--- src/atfp_defines.vh ---
// Constants for the host port of the asynchronous transmit FIFO.
// Assumes byte addresses on an 8-bit host address bus.
`ifndef ATFP_DEFINES_VH
`define ATFP_DEFINES_VH
// ============================================================
// Port offsets
`define ATFP_OFF_FIRST 8'h80
`define ATFP_OFF_CONT 8'h84
`define ATFP_OFF_COMMIT 8'h8C
`define ATFP_OFF_RXDATA 8'hC0
// ============================================================
// Fields of the first quadlet, bit 31 is bit 0 on the bus
`define ATFP_SPD_HI 17
`define ATFP_SPD_LO 16
`define ATFP_RETRY_HI 9
`define ATFP_RETRY_LO 8
// ============================================================
// Speed and retry codes
`define ATFP_SPD_100 2'h0
`define ATFP_SPD_200 2'h1
`define ATFP_SPD_400 2'h2
`define ATFP_SPD_BAD 2'h3
`define ATFP_RT_NEW 2'h0
`define ATFP_RT_RETRY_X 2'h1
`define ATFP_RT_RETRY_A 2'h2
`define ATFP_RT_RETRY_B 2'h3
// ============================================================
// Word tags kept beside each queued quadlet
`define ATFP_TAG_FIRST 1
`define ATFP_TAG_LAST 0
// ============================================================
// Reset values
`define ATFP_RST_WORD 32'h00000000
`define ATFP_RST_EMPTY 1'h1
`define ATFP_RST_PEND 4'h0
`endif

--- src/atfp_top.v ---
// Host port of the asynchronous transmit FIFO and general receive FIFO.
// Assumes host bus and link side run on i_clk.
// Operation
// RULE1: Host writes first quadlet at first port
// RULE2: Host writes middle quadlets at continue port
// RULE3: Commit port write commits whole packet
// RULE4: Missing first quadlet makes transmitter stuck
// RULE5: Transmit FIFO underflow makes transmitter stuck
// RULE6: Stuck blocks async sends until FIFO clear
// RULE7: Isochronous sends still allowed while stuck
// RULE8: Commit with empty flag clears it, requests arbitration
// RULE9: Host loads packet in order, commits last
// RULE10: Host reads received data at data port
// RULE11: Async and iso data share receive FIFO
// RULE12: Port address marks begin, middle, end
// RULE13: Quadlet packet: control, address, optional data
// RULE14: Speed field selects 100, 200, 400 Mb/s
// RULE15: Retry field encodes new, X, A, B
// RULE16: Transaction label unique per outstanding transaction
// RULE17: Priority bits zero on cable bus
// RULE18: Destination is bus then node number
// RULE19: Destination offset quadlet aligned
// RULE20: Block packet fourth quadlet: length, extended code
// RULE21: No data quadlet for write response, read request
// RULE22: Data port read pops oldest quadlet
// RULE23: Clear bit empties FIFO, sets flag, unsticks
`timescale 1ns/1ps
`default_nettype none
`include "atfp_defines.vh"

// ============================================================
// Synchronous FIFO with flush
module atfp_fifo #(
	parameter W = 32,
	parameter DEPTH = 8,
	parameter AW = 3
) (
	input wire i_clk,
	input wire i_rst_b,
	input wire i_clr,
	input wire i_in_valid,
	output reg o_in_ready,
	input wire [W-1:0] i_in_data,
	output wire o_out_valid,
	input wire i_out_ready,
	output wire [W-1:0] o_out_data
);
	reg [W-1:0] mem [0:DEPTH-1];
	reg [AW-1:0] wr_q;
	reg [AW-1:0] rd_q;
	reg [AW:0] cnt_q;
	reg [AW:0] cnt_d;
	reg out_valid_q;
	wire push;
	wire pop;

	assign push = i_in_valid && o_in_ready;
	assign pop = out_valid_q && i_out_ready;
	assign o_out_valid = out_valid_q;
	assign o_out_data = mem[rd_q];

	always @* begin
		cnt_d = cnt_q;
		if (push && !pop)
			cnt_d = cnt_q + {{AW{1'b0}}, 1'b1};
		else if (pop && !push)
			cnt_d = cnt_q - {{AW{1'b0}}, 1'b1};
	end

	always @(posedge i_clk) begin
		if (push)
			mem[wr_q] <= i_in_data;
	end

	always @(posedge i_clk) begin
		if (!i_rst_b || i_clr) begin
			wr_q <= {AW{1'b0}};
			rd_q <= {AW{1'b0}};
			cnt_q <= {(AW+1){1'b0}};
			out_valid_q <= 1'b0;
			o_in_ready <= 1'b0;
		end else begin
			if (push)
				wr_q <= (wr_q == DEPTH-1) ? {AW{1'b0}} : wr_q + 1'b1;
			if (pop)
				rd_q <= (rd_q == DEPTH-1) ? {AW{1'b0}} : rd_q + 1'b1;
			cnt_q <= cnt_d;
			out_valid_q <= (cnt_d != {(AW+1){1'b0}});
			o_in_ready <= (cnt_d != DEPTH);
		end
	end
endmodule

// ============================================================
// Top: host port, transmit sequencer, receive path
module atfp_top #(
	parameter DEPTH = 8,
	parameter AW = 3
) (
	input wire i_clk,
	input wire i_rst_b,
	input wire i_cs,
	input wire i_wr,
	input wire i_rd,
	input wire [7:0] i_addr,
	input wire [31:0] i_wdata,
	output reg [31:0] o_rdata,
	output reg o_rvalid,
	output reg o_tx_fifo_ready,
	input wire i_tx_fifo_clear_bit,
	output reg o_tx_stuck_interrupt,
	output reg o_tx_fifo_empty_flag,
	output reg o_arb_req,
	output reg [31:0] o_tx_data,
	output reg o_tx_valid,
	output reg o_tx_first,
	output reg o_tx_last,
	input wire i_tx_ready,
	output reg [1:0] o_tx_speed,
	output reg [1:0] o_tx_retry,
	input wire i_iso_req,
	output reg o_iso_gnt,
	input wire i_rx_valid,
	input wire [31:0] i_rx_data,
	output reg o_rx_ready
);
	localparam S_IDLE = 2'b01;
	localparam S_SEND = 2'b10;

	reg [1:0] state_q;
	reg open_q;
	reg want_first_q;
	reg [AW:0] pend_q;
	reg [AW:0] pend_d;
	wire wr_first;
	wire wr_cont;
	wire wr_commit;
	wire rd_data;
	wire tx_in_ready;
	wire tx_out_valid;
	wire [33:0] tx_out;
	reg tx_pop;
	wire rx_in_ready;
	wire rx_out_valid;
	wire [31:0] rx_out;
	wire can_load;
	reg fault;
	reg done_pkt;

	// ============================================================
	// Port decode
	assign wr_first = i_cs && i_wr && (i_addr == `ATFP_OFF_FIRST); // RULE1
	assign wr_cont = i_cs && i_wr && (i_addr == `ATFP_OFF_CONT); // RULE2
	assign wr_commit = i_cs && i_wr && (i_addr == `ATFP_OFF_COMMIT); // RULE3
	assign rd_data = i_cs && i_rd && (i_addr == `ATFP_OFF_RXDATA); // RULE10

	// ============================================================
	// Transmit FIFO, each word tagged with its packet position
	atfp_fifo #(
		.W(34),
		.DEPTH(DEPTH),
		.AW(AW)
	) u_tx_fifo (
		.i_clk(i_clk),
		.i_rst_b(i_rst_b),
		.i_clr(i_tx_fifo_clear_bit), // RULE23
		.i_in_valid((wr_first || wr_cont || wr_commit) && open_ok(wr_first)),
		.o_in_ready(tx_in_ready),
		.i_in_data({wr_first, wr_commit, i_wdata}), // RULE12
		.o_out_valid(tx_out_valid),
		.i_out_ready(tx_pop),
		.o_out_data(tx_out)
	);

	// Words only queue when they belong to an opened packet
	function open_ok;
		input is_first;
		begin
			open_ok = is_first || open_q;
		end
	endfunction

	// ============================================================
	// General receive FIFO, shared by async and iso traffic
	atfp_fifo #(
		.W(32),
		.DEPTH(DEPTH),
		.AW(AW)
	) u_rx_fifo (
		.i_clk(i_clk),
		.i_rst_b(i_rst_b),
		.i_clr(1'b0),
		.i_in_valid(i_rx_valid), // RULE11
		.o_in_ready(rx_in_ready),
		.i_in_data(i_rx_data),
		.o_out_valid(rx_out_valid),
		.i_out_ready(rd_data), // RULE22
		.o_out_data(rx_out)
	);

	// ============================================================
	// Packet bookkeeping on the host side
	always @(posedge i_clk) begin
		if (!i_rst_b || i_tx_fifo_clear_bit) begin
			open_q <= 1'b0;
		end else if (wr_first && tx_in_ready) begin
			open_q <= 1'b1;
		end else if (wr_commit && tx_in_ready) begin
			open_q <= 1'b0;
		end
	end

	always @* begin
		pend_d = pend_q;
		if (wr_commit && open_q && tx_in_ready && !done_pkt)
			pend_d = pend_q + {{AW{1'b0}}, 1'b1}; // RULE3
		else if (done_pkt && !(wr_commit && open_q && tx_in_ready))
			pend_d = pend_q - {{AW{1'b0}}, 1'b1};
	end

	// ============================================================
	// Transmit sequencer
	assign can_load = !o_tx_valid || i_tx_ready;

	always @* begin
		tx_pop = 1'b0;
		fault = 1'b0;
		done_pkt = 1'b0;
		case (state_q)
			S_SEND: begin
				if (can_load && !o_tx_stuck_interrupt) begin
					if (!tx_out_valid) begin
						fault = 1'b1; // RULE5
					end else if (tx_out[32+`ATFP_TAG_FIRST] != want_first_q) begin
						fault = 1'b1; // RULE4
					end else begin
						tx_pop = 1'b1;
						done_pkt = tx_out[32+`ATFP_TAG_LAST];
					end
				end
			end
			default: begin
			end
		endcase
	end

	always @(posedge i_clk) begin
		if (!i_rst_b || i_tx_fifo_clear_bit) begin
			state_q <= S_IDLE;
			want_first_q <= 1'b1;
			pend_q <= `ATFP_RST_PEND;
			o_tx_data <= `ATFP_RST_WORD;
			o_tx_valid <= 1'b0;
			o_tx_first <= 1'b0;
			o_tx_last <= 1'b0;
			o_tx_speed <= `ATFP_SPD_100;
			o_tx_retry <= `ATFP_RT_NEW;
		end else begin
			pend_q <= pend_d;
			if (i_tx_ready)
				o_tx_valid <= 1'b0;
			case (state_q)
				S_IDLE: begin
					want_first_q <= 1'b1;
					if (pend_q != `ATFP_RST_PEND && !o_tx_stuck_interrupt)
						state_q <= S_SEND; // RULE6
				end
				S_SEND: begin
					if (fault) begin
						state_q <= S_IDLE;
					end else if (tx_pop) begin
						o_tx_data <= tx_out[31:0];
						o_tx_valid <= 1'b1;
						o_tx_first <= tx_out[32+`ATFP_TAG_FIRST];
						o_tx_last <= tx_out[32+`ATFP_TAG_LAST];
						want_first_q <= 1'b0;
						if (tx_out[32+`ATFP_TAG_FIRST]) begin
							o_tx_speed <= tx_out[`ATFP_SPD_HI:`ATFP_SPD_LO]; // RULE14
							o_tx_retry <= tx_out[`ATFP_RETRY_HI:`ATFP_RETRY_LO]; // RULE15
						end
						if (tx_out[32+`ATFP_TAG_LAST])
							state_q <= S_IDLE;
					end
				end
				default: begin
					state_q <= S_IDLE;
				end
			endcase
		end
	end

	// ============================================================
	// Stuck, empty flag and arbitration request
	always @(posedge i_clk) begin
		if (!i_rst_b) begin
			o_tx_stuck_interrupt <= 1'b0;
			o_tx_fifo_empty_flag <= `ATFP_RST_EMPTY;
			o_arb_req <= 1'b0;
		end else begin
			if (fault || ((wr_cont || wr_commit) && !open_q))
				o_tx_stuck_interrupt <= 1'b1; // RULE4
			else if (i_tx_fifo_clear_bit)
				o_tx_stuck_interrupt <= 1'b0; // RULE23
			o_arb_req <= 1'b0;
			if (wr_commit && open_q && tx_in_ready && !i_tx_fifo_clear_bit) begin
				o_tx_fifo_empty_flag <= 1'b0; // RULE8
				o_arb_req <= o_tx_fifo_empty_flag; // RULE8
			end else if (i_tx_fifo_clear_bit || pend_d == `ATFP_RST_PEND) begin
				o_tx_fifo_empty_flag <= 1'b1; // RULE23
			end
		end
	end

	// ============================================================
	// Host reads, ready flags, iso grant
	always @(posedge i_clk) begin
		if (!i_rst_b) begin
			o_rdata <= `ATFP_RST_WORD;
			o_rvalid <= 1'b0;
			o_tx_fifo_ready <= 1'b0;
			o_rx_ready <= 1'b0;
			o_iso_gnt <= 1'b0;
		end else begin
			o_rvalid <= i_cs && i_rd;
			if (rd_data && rx_out_valid)
				o_rdata <= rx_out; // RULE22
			else if (i_cs && i_rd)
				o_rdata <= `ATFP_RST_WORD;
			o_tx_fifo_ready <= tx_in_ready;
			o_rx_ready <= rx_in_ready;
			o_iso_gnt <= i_iso_req && !o_tx_valid; // RULE7
		end
	end
endmodule
`default_nettype wire

--- config.mk ---
export PLATFORM = sky130hd
export DESIGN_NAME = atfp_top
export DESIGN_NICKNAME = d
export VERILOG_FILES = /design/src/atfp_top.v
export VERILOG_INCLUDE_DIRS = /design/src
export SDC_FILE = /design/constraint.sdc
export NUM_CORES = 1
export LEC_CHECK = 0
export ABC_AREA = 1
export BUFFER_PORTS_ARGS = -buffer_cell sky130_fd_sc_hd__buf_4
export CORE_ASPECT_RATIO = 0.5
export CORE_MARGIN = 4
export CORE_UTILIZATION = 35
export CTS_CLUSTER_SIZE = 10
export DETAILED_ROUTE_END_ITERATION = 10
export PLACE_DENSITY = 0.54
export SLEW_MARGIN = 20
export SYNTH_ARGS = -nofsm -noshare
export SYNTH_HDL_FRONTEND = slang
export SYNTH_SLANG_ARGS = --single-unit
--- constraint.sdc ---
create_clock -name i_clk -period 7.2 [get_ports i_clk]
set_input_delay 0.72 -clock i_clk [delete_from_list [all_inputs] [get_ports i_clk]]
set_output_delay 0.72 -clock i_clk [all_outputs]
set_load 0.03 [all_outputs]
**Word level (Yosys, flattened, before mapping)**

Memory sizes are Yosys's and may differ from the RTL's. A register that Yosys moved wholly into a read port is not among the register bits.
Cells that the tools add are included.

- Output and inout bits: 78
- Memories kept: 2
- Bits in writable memories: 528
- Flip-flop bits (word level): 110
- Input port bits: 81
- Logic and storage cells: 168

- Equality and inequality tests: 18
- Bitwise gates (word level): 1
- Mux-type cells: 50
- Add/sub/neg operators: 10
- Reduce and logical (&&, ||, !) cells: 59

Memory list:

| name | words | width | read ports | clocked after Yosys merged registers in | write ports | line | text |
|---|---|---|---|---|---|---|---|
| u_tx_fifo.mem | 8 | 34 | 1 | 1 | 1 | atfp_top.v:48 | `reg [W-1:0] mem [0:DEPTH-1];` |
| u_rx_fifo.mem | 8 | 32 | 1 | 1 | 1 | atfp_top.v:48 |  |

Operator list:

| operator | number |
|---|---|
| 32-bit two-way mux | 2 |
| 8-bit equality test, second input constant | 4 |
| 1-bit two-way mux | 28 |
| 1-bit logical AND | 26 |
| 3-bit two-way mux | 8 |
| 4-bit two-way mux | 6 |
| 3-bit by 1-bit adder with 3-bit output, second input constant | 4 |
| 4-bit by 1-bit adder with 4-bit output, second input constant | 3 |
| 3-bit equality test, second input constant | 4 |
| 4-bit nonzero test | 3 |
| 4-bit by 1-bit subtractor with 4-bit output, second input constant | 3 |
| 1-bit zero test | 11 |
| 2-bit nonzero test | 5 |
| 3-bit AND reduction | 3 |
| 1-bit logical OR | 8 |
| 2-bit two-way mux | 4 |
| 4-bit != test, second input constant | 2 |
| 4-bit zero test | 1 |
| 2-bit != test, second input constant | 2 |
| 2-bit case mux with 2 select lines | 1 |
| 4-bit AND reduction | 1 |
| 3-bit by 2-bit != test with 1-bit output, second input constant | 1 |
| 3-bit != test, second input constant | 1 |
| 2-bit by 1-bit equality test with 1-bit output, second input constant | 1 |
| other kinds (6) | 6 |

**Longest topological paths before layout**

Gate-level depths: netlist of run 1.

- Depth in word-level cells: 12
- Mapped depth: 18
- Depth with buffers taken out: 18

**Cells and area by module**

A second synthesis of run 1 with hierarchy kept.

- Cells, all modules: 2223
- Area, all modules: 25391.9 µm²

By module, submodules not included:

| module | area an instance (µm²) | instances | cells each | sequential area each (µm²) |
|---|---|---|---|---|
| atfp_fifo (u_tx_fifo) | 11279.6 | 1 | 913 | 8468.1 |
| atfp_fifo (u_rx_fifo) | 10746.6 | 1 | 867 | 7987.7 |
| atfp_top | 3365.7 | 1 | 443 | 1721.7 |

**Worst setup path before layout of run 1**

No wires, ideal clock.

- Path kind: input-to-reg
- From: in i_addr[5]
- To: mem u_tx_fifo.mem[7][0], enable pin
- Arrival time: 3906 ps
- Stages: 7
- Buffers on the path: 0
- Data required time: 6732 ps
- Slack: 2826 ps
- Library setup time: 468 ps
- Cell sequence: nor2_1 > nand4_1 > nor2_1 > nand2_1 > nand2_1 > nand2_1 > nor3_1

- Word-level cells in the longest chain between the ends: 8
- Elaborated cells on any way between the ends: 13
- Classes of those cells: 3 x eq/ne; 2 x mux; 8 x reduce/logical

RTL lines:

| item | line | text |
|---|---|---|
| start: declaration | atfp_top.v:105 | `input wire [7:0] i_addr,` |
| 8-bit equality test (no source line) (*) | - |  |
| 1-bit logical AND (*) | atfp_top.v:152 | `` assign wr_first = i_cs && i_wr && (i_addr == `ATFP_OFF_FIRST); `` |
| net wr_first | atfp_top.v:135 | `wire wr_first;` |
| 1-bit logical OR (2 in series) | atfp_top.v:167 | `.i_in_valid((wr_first \|\| wr_cont \|\| wr_commit) && open_ok(wr_first)),` |
| 1-bit logical AND (*) | atfp_top.v:167 |  |
| 1-bit logical AND (*) | atfp_top.v:57 | `assign push = i_in_valid && o_in_ready;` |
| 1-bit two-way mux (*) | atfp_top.v:71 | `if (push)` |
| 1-bit two-way mux (not written as such) (*) | atfp_top.v:72 | `mem[wr_q] <= i_in_data;` |
| end: declaration | atfp_top.v:48 |  |

The timed path passes the listed nets; every way through them passes the cells marked *.

==> metrics, run 1 <==
P&R area growth vs syn=17.7%; clk slew on worst S/H paths=about 0.060 ns; Layout Skew=about 0.018 ns; setup TNS=0 ns; Slew headroom=0.324; H-Tree Depth=3; GP Congestion=around 0.75; Detail Route Antenna Nets=0; Sink Count=644; Critical Path RT=7.74 ns; crit end category=flop; Post-synth EDFFs=between 500 and 600; Static Leak=10.2 nW; pwr dens=roughly 260 mW/mm^2; First-pass DRT Iterations=5; gr ovfl total=0; CTS tree=built; Synthesized Nets=between 2000 and 2500; Worst-Margin Slew=1.01 ns; DRC viols=0; Starting Density=0.358; die height=a little under 200 um; WHS=approximately 0.35 ns; RSZ-0062 raised after global routing=no; Peak VDD IR=0.154 mV; pre-CTS setup slack=3.70 ns; I/O pins=159; Sequential Area=0.0182 mm^2; Final Hold Viols=0; synth warn=0; fmax=0.304 GHz; Netlist cell types=45; vias in the first global route=15600; Crit Path Category=flop to flop; share of layout cells above drive strength 1=0.139; root buffer cell=clkbuf_16; part of the cycle the worst path needs=0.457; Max-Cap Viols=0; hold-fix buffers at CTS=0; Post-Synthesis Cells=about 2100; synthesis-stage register bit count=644; area occupied by multi-input gates=around 0.006 mm^2; routed via count=approximately 16000; fillers=about 6600; status=completed; buffer count from post-CTS setup fixing=0; final setup margin=roughly 3.9 ns; Syn Area/Cell=11.9 um^2; first-pass GRT wire length=92700 um; Crit Path Max Fanout=76; vias per cell=4.91; largest net degree at the start of global routing=about 90; Rows=68; Post-Syn Area=between 0.02 and 0.025 mm^2; antenna violations before repair=1; clock latency on the worst-skew pair=0.60 ns; ys async rst share=0; Total Routing Usage GR=0.157; placed cell count=3112; Final Non-Filler Cells=~3200; Seq/Total Area, Yosys=0.728; CP Launch Type=flop; layout net count=approximately 2300; # port buffers=158; Finish-stage setup viols=0; worst hold-check path type=input port to flop; CTS Buf Count=74; WL final=60300 um; routed length per instance=around 19 um; Slew Viols, Final=0; initial DRC count=1278; Longest Clk Path Bufs=3; Die Span X=approximately 390 um; core area=0.0698 mm^2; hpwl dp=31300 um; Arrival @ worst endpoint=roughly 3.8 ns; die area=0.0760 mm^2; Final Critical Period=about 3.3 ns; predominant post-synthesis flop cell=edfxtp_1; post-CTS sizing=0
-- area by class of cell --
| cell class | instances | share of cell area |
|---|---|---|
| inverter | 65 | 0.00843 |
| multi-input combinational | 1268 | 0.210 |
| tap | 945 | 0.0402 |
| clock buffer | 130 | 0.0738 |
| timing repair buffer | 190 | 0.0485 |
| antenna | 1 | 0.0000851 |
| sequential | 644 | 0.619 |
| clock inverter | 2 | 0.000426 |
-- Yosys cell counts, types with 2 or more instances --
cell type,count,area (um^2)
o21ai_1,6,30.0
nand3_2,4,40.0
o211ai_1,66,495
o211a_1,2,20.0
buf_1,12,45.0
nor2_1,281,1050
buf_2,15,75.1
a21oi_1,54,270
nand2_1,346,1300
buf_4,3,22.5
clkbuf_1,93,349
inv_1,58,218
nand2_4,2,22.5
ha_1,14,175
nor2_8,2,40.0
o22ai_1,4,25.0
a211oi_1,3,22.5
nand2_2,4,25.0
nor3_1,11,55.1
xor2_1,2,17.5
dfxtp_1,116,2320
a31oi_1,32,200
edfxtp_1,528,15900
o21ai_0,189,946
nand4_1,3,18.8
nand3_1,228,1140
inv_2,6,22.5
-- critical path, cell delays in order, from the launching register on --
cell	delay (ns)
dfxtp_4	0.52
inv_4	0.57
buf_4	0.83
nor2_1	0.08
o211ai_1	0.20
o21ai_1	0.14
inv_2	0.11
nand3_2	0.12
nand2_2	0.12
nand2_1	0.05
nand2_1	0.08
nand2_1	0.05
nor2_1	0.13
nand3_1	0.08
a21oi_1	0.11
-- stage by stage --
stage	cell area [um^2]	total power [mW]	utilization
2_1_floorplan	25000	4.21	-
3_3_place_gp	27200	4.31	0.390
3_5_place_dp	27200	4.31	0.390
4_1_cts	29400	7.77	0.421
5_1_grt	29400	7.95	0.421
6_report	29400	7.67	0.421
-- cell families after synthesis --
logic type	share of synthesized area
compound gates	0.0822
flops	0.728
fa+ha+maj	0.00701
xor+xnor	0.00135
buf+inv	0.0301
mux	0.000451
simple gates	0.151
-- flip-flops by register name (all words and copies together) (netlist names), 2 cells and up, named ones only --
signal	cells
u_rx_fifo.wr_q	3
u_tx_fifo.cnt_q	4
o_tx_speed	2
u_tx_fifo.wr_q	3
o_rdata	32
pend_q	4
u_tx_fifo.mem	272
u_rx_fifo.cnt_q	4
state_q	2
u_tx_fifo.rd_q	3
u_rx_fifo.mem	256
o_tx_retry	2
u_rx_fifo.rd_q	3
o_tx_data	32
-- power by group --
group          switching (mW)  total [mW]  internal [mW]
logic                   0.109       0.162         0.0524
clock network            1.41        3.44           2.03
registers             0.00898        4.07           4.06
total                    1.53        7.67           6.14
-- cells in the final DEF (no fill, tap or decap), types with 2 or more instances in the layout --
master | Yosys | routed
nand3_2 | 4 | 4
o211ai_1 | 66 | 66
dfxtp_1 | 116 | 112
inv_2 | 6 | 6
o21ai_1 | 6 | 6
clkinv_1 | 1 | 2
clkbuf_16 | 0 | 79
nor2_4 | 1 | 15
xor2_1 | 2 | 2
dfxtp_4 | 0 | 3
nor2_8 | 2 | 2
nor3_1 | 11 | 7
edfxtp_1 | 528 | 528
buf_4 | 3 | 190
nand4_1 | 3 | 3
o211a_1 | 2 | 2
a31oi_1 | 32 | 32
nor2_1 | 281 | 268
nand3_1 | 228 | 228
o21ai_0 | 189 | 189
nand2_4 | 2 | 2
a21oi_1 | 54 | 54
nand2_2 | 4 | 4
inv_1 | 58 | 56
o22ai_1 | 4 | 4
clkbuf_1 | 93 | 51
nand2_1 | 346 | 346
a211oi_1 | 3 | 3
ha_1 | 14 | 14
nor3_2 | 0 | 4
-- routing by layer --
metal	routed length, um	global-route usage	vias up
li1	-	-	7784
met1	26800	0.205	7789
met2	29800	0.270	288
met3	2460	0.0306	81
met4	1190	0.0421	0
met5	0	0	-
-- worst paths after layout --
path / startpoint / to / slack, ns / cells after the start
worst max-delay path: flop / o_tx_fifo_empty_flag / 3.91 / 14
worst min-delay path: i_wdata[18] / u_tx_fifo.mem[3][18] / 0.35 / 1
worst min register to register: u_rx_fifo.o_in_ready / o_rx_ready / 0.43 / 2
worst max register to register: flop / o_tx_fifo_empty_flag / 3.91 / 14
(Power assumes the default switching activity.)
==> run 2: changes to the inputs <==
Clock period 7.2 ns to 3.2 ns, I/O delays scaled along.
==> run 2 against run 1 <==
Against the previous run: power up 130%; flip-flop and latch count unchanged; first-iteration DRC count down 4.9%; setup slack worse by 3.2 ns; cell count up 2.6%; utilization up 1.3 points; cell area up 3.1%; count of clock-buffer cells in the layout down 2; fmax up 31%; highest routed layer unchanged; register-to-register slack worse by 3.2 ns; non-clock buffer count up 81; clock skew down 0.0032 ns.
==> metrics, run 2 (synthesis gave the netlist of run 1 again) <==
Net Sw Power=about 3.5 mW; Longest Clk Path Bufs=3; final core utilization=0.434; buffer count from post-CTS setup fixing=0; routed length per instance=between 15 and 20 um; Final Hold Viols=0; die area=0.0760 mm^2; Critical Path RT=3.72 ns; most frequent cells in the layout=edfxtp_1, nand2_1, nor2_1; Final Non-Filler Cells=between 3000 and 4000; final setup margin=slightly below 0.7 ns; Die Span X=roughly 390 um; Slew Viols, Final=0; hpwl dp=roughly 32000 um; Slowest-stage cell, CP=dfxtp_4; Finish-stage setup viols=0; delay-heaviest family, CP=simple AND/OR/NAND/NOR gates; switching portion of total power=0.203; initial DRC count=around 1200; pwr dens=569 mW/mm^2; fmax=~0.40 GHz; RSZ-0062 raised after global routing=no; gr ovfl total=0; P&R area growth vs syn=21.3%; clock latency on the worst-skew pair=0.59 ns; CP most frequent cell=nand2_1; layout net count=between 2000 and 2500; GP Congestion=approximately 0.75; CP Cell Sequence=inv_4 > buf_12 > nor2_1 > o211ai_1 > o21ai_1 > inv_2 > nand3_2 > nand2_2 > nand2_1 > nand2_1 > nand2_1 > nor2_1 > nand3_1 > a21oi_1; I/O pins=159; H-Tree Depth=3; placed cell count=~3100; Internal=between 10 and 15 mW; Max-Cap Viols=0; vias in the first global route=approximately 16000; CTS Buf Count=74; First-pass DRT Iterations=5; Reg with most FFs=u_tx_fifo.mem; Hold Startpoint=i_tx_fifo_clear_bit; vias per cell=~5; Total Routing Usage GR=0.161; routed via count=about 16000; root buffer cell=clkbuf_16; clk slew on worst S/H paths=about 0.050 ns; Crit Path Category=flop to flop; status=completed; Starting Density=0.358; CTS tree=built; share of total power in combinational logic=0.025; Largest register FFs=roughly 270; die height=around 200 um; DRC viols=0; Static Leak=approximately 11 nW; WL final=around 61000 um; CP Buf/Inv Count=3; Worst-Margin Slew=0.823 ns; Slew headroom=0.451; pre-CTS setup slack=between 0.7 and 0.8 ns; Layout Skew=approximately 0.014 ns; Arrival @ worst endpoint=between 3 and 4 ns; part of the cycle the worst path needs=0.785; CP Launch Type=flop; share of layout cells above drive strength 1=0.139; crit end category=flop; Top Registers=u_tx_fifo.mem (272), u_rx_fifo.mem (256); largest net degree at the start of global routing=around 130; WHS=around 0.077 ns; Reg power frac=0.530; setup TNS=0 ns; commonest non-fill, non-tap cell in the layout=edfxtp_1; Crit path largest cell delay=about 0.46 ns; antenna violations before repair=3; first-pass GRT wire length=around 95000 um; fin area=around 0.03 mm^2; Crit Path Max Fanout=132; Rows=68; Final Critical Period=2.51 ns; Power Total=~17 mW; Clk pwr share=0.444; Peak VDD IR=about 0.40 mV; Detail Route Antenna Nets=0; Sink Count=~640; # port buffers=158; core area=roughly 0.070 mm^2; worst hold-check path type=input port to flop; placed cell areas=0.0275 mm^2
[run 2: tightest hold or removal path, delay by kind of cell]
kind,cells,cell delay (ns)
AOI/OAI and AO/OA,2,0.19
buffers and inverters,1,0.10
[run 2: final timing paths]
| check | slack (ns) | end | depth (start not counted) |
|---|---|---|---|
| max | 0.69 | o_tx_fifo_empty_flag | 14 |
| min | 0.08 | o_tx_stuck_interrupt | 3 |
| max reg2reg | 0.69 | o_tx_fifo_empty_flag | 14 |
| min reg2reg | 0.43 | o_rx_ready | 2 |
[run 2: routing by layer]
| layer | track usage | vias to the layer above | part of all wire |
|---|---|---|---|
| met1 | 0.218 | 7880 | 0.46 |
| met5 | 0 | - | 0 |
| li1 | - | 7954 | - |
| met2 | 0.270 | 301 | 0.48 |
| met3 | 0.0282 | 77 | 0.038 |
| met4 | 0.0385 | 0 | 0.017 |
[run 2: power groups by stage]
| stage | combinational [mW] | sequential (mW) | clock (mW) |
|---|---|---|---|
| final | 0.439 | 9.15 | 7.66 |
| after global routing | 0.489 | 9.15 | 8.27 |
| after CTS | 0.448 | 9.15 | 7.89 |
| after detailed placement | 0.375 | 9.33 | 0 |
| after global placement | 0.369 | 9.33 | 0 |
| after floorplan | 0.129 | 9.34 | 0 |
[run 2: final cells by class]
class,instances,area (um^2)
fillers,6455,39500
well taps,945,1180
diodes,3,7.51
clock buffers,128,2100
multi-input cells,1268,6170
repair buffers,271,2340
clock inverters,6,70.1
inverters,65,248
flip-flops and latches,644,18200
[run 2: repair_timing]
action | CTS | global route
resized for setup | 0 | 0
hold buffers | 68 | 0
endpoints found under the hold margin | 517 | 0
==> run 3: changes to the inputs <==
Settings changed: PLACE_DENSITY 0.54 to 0.56.
Clock period 3.2 ns to 2.05 ns, I/O delays scaled along.
==> run 3 against run 2 <==
Against the previous run: critical path depth grew 1; combinational power is 64% higher; flip-flop and latch count stayed put; clock skew up 0.0063 ns; wire length rose by 1.0%; global-route usage is 0.053 points lower; count of clock-buffer cells in the layout is 4 higher; setup slack got worse by 0.59 ns; via count grew 2.9%; die area stayed put; critical path type unchanged.
==> metrics, run 3 (synthesis gave the netlist of run 1 again) <==
Sink Count=about 640; largest net degree at the start of global routing=90; gr ovfl total=0; Power Total=around 27 mW; clk slew on worst S/H paths=0.06 ns; core area=0.0698 mm^2; Starting Density=0.358; Worst-Margin Slew=approximately 0.60 ns; Final Non-Filler Cells=3373; CP Cell Sequence=inv_8 > nand2_1 > nand3_2 > nand2_2 > nand2_2 > nand3_2 > inv_2 > nor2_8 > buf_6 > nand4_4 > nand2_2 > nand2_1 > a21oi_2 > nand3_1 > a21oi_1; first-pass GRT wire length=about 95000 um; part of the cycle the worst path needs=0.953; CP most frequent cell=nand2_2; ant diodes=0; Final Critical Period=slightly below 2 ns; Net Sw Power=approximately 5.5 mW; Max-Cap Viols=0; Slowest-stage cell, CP=dfxtp_4; Clk pwr share=0.447; Static Leak=11.0 nW; Largest register FFs=roughly 270; hpwl dp=about 35000 um; Reg power frac=0.527; # port buffers=about 160; placed cell areas=roughly 0.028 mm^2; setup TNS=0 ns; Peak VDD IR=around 0.63 mV; Rows=68; Detail Route Antenna Nets=0; vias per cell=around 5; fmax=around 0.51 GHz; Internal=roughly 22 mW; pre-CTS setup slack=-0.0559 ns; die area=between 0.07 and 0.08 mm^2; worst hold-check path type=input port to flop; antenna violations before repair=0; fin area=between 0.03 and 0.04 mm^2; Total Routing Usage GR=0.160; status=completed; Critical Path RT=~2.6 ns; Slew headroom=0.601; pwr dens=between 800 and 900 mW/mm^2; clock latency on the worst-skew pair=slightly above 0.6 ns; First-pass DRT Iterations=5; RSZ-0062 raised after global routing=yes; Crit Path Max Fanout=9; WL final=between 60000 and 70000 um; final setup margin=0.0972 ns; GP Congestion=~0.75; Crit Path Category=flop to flop; H-Tree Depth=3; initial DRC count=around 1300; DRC viols=0; root buffer cell=clkbuf_16; Die Span X=386 um; crit end category=flop; die height=about 200 um; routed length per instance=18.3 um; Final Hold Viols=0; P&R area growth vs syn=24.5%; share of total power in combinational logic=0.027; CTS Buf Count=74; Slew Viols, Final=0; CP Buf/Inv Count=3; share of layout cells above drive strength 1=0.163; most frequent cells in the layout=edfxtp_1, nand2_1, nor2_1; Layout Skew=0.0208 ns; Longest Clk Path Bufs=3; Hold Startpoint=i_addr[3]; layout net count=approximately 2500; Finish-stage setup viols=0; switching portion of total power=0.204; Top Registers=u_tx_fifo.mem (272), u_rx_fifo.mem (256); placed cell count=between 3000 and 4000; vias in the first global route=between 15000 and 20000; Crit path largest cell delay=slightly above 0.4 ns; delay-heaviest family, CP=simple AND/OR/NAND/NOR gates; Reg with most FFs=u_tx_fifo.mem; CTS tree=built; commonest non-fill, non-tap cell in the layout=edfxtp_1; FF-to-FF setup slack=between 0.09 and 0.1 ns; I/O pins=approximately 160; CP Launch Type=flop; Arrival @ worst endpoint=2.49 ns; routed via count=roughly 17000
## run 3: changes by cell type in the layout (fill, tap and decap cells not counted), moves of 3 or more
cell	previous run	this run
buf_12	11	30
buf_4	192	209
buf_6	0	4
clkbuf_1	52	55
diode_2	3	0
nand2_1	346	338
nand2_2	4	10
nand3_1	228	222
nand3_2	4	9
nor2_1	268	265
nor3_2	4	0
nor3_4	0	4
## run 3: cell type report
| type | count | area, um^2 |
|---|---|---|
| clock buffer | 132 | 2130 |
| clock inverter | 5 | 62.6 |
| fill | 6419 | 38700 |
| inverter | 65 | 255 |
| multi-input combinational | 1268 | 6310 |
| sequential | 644 | 18200 |
| tap | 945 | 1180 |
| timing repair buffer | 314 | 2950 |
## run 3: stage by stage
step	hold WS, ns	util
after detailed placement	0.424	0.401
final	0.0538	0.446
after floorplan	0.304	-
after global routing	0.0564	0.446
after global placement	0.425	0.401
after CTS	0.00637	0.443
## run 3: tightest hold or removal path, stage by stage
cell and delay, ns:
buf_4 0.12, nand3_1 0.10, o21ai_0 0.08, a21oi_1 0.11
## run 3: timing repair
item	4_1_cts	5_1_grt
endpoints found under the hold margin	523	0
resized for setup	0	32
endpoints found under the setup margin	0	28
hold buffers	69	0
buffers inserted	0	9
## run 3: final timing paths
check        cells past startpoint                   end
max                             15  o_tx_fifo_empty_flag
min                              4                open_q
max reg2reg                     15  o_tx_fifo_empty_flag
min reg2reg                      2            o_rx_ready
## run 3: layer usage
metal	track usage	wire length, um
met5	0	0
met4	0.0449	1250
met3	0.0307	2540
met2	0.278	30900
met1	0.206	26900
## run 3: power by group through the flow
| stage | Clock [mW] | Combinational, mW | Sequential, mW |
|---|---|---|---|
| global route | 13.0 | 0.801 | 14.3 |
| global placement | 0 | 0.612 | 14.6 |
| floorplan | 0 | 0.204 | 14.6 |
| CTS | 12.4 | 0.735 | 14.3 |
| finish | 12.1 | 0.722 | 14.3 |
| detailed placement | 0 | 0.622 | 14.6 |
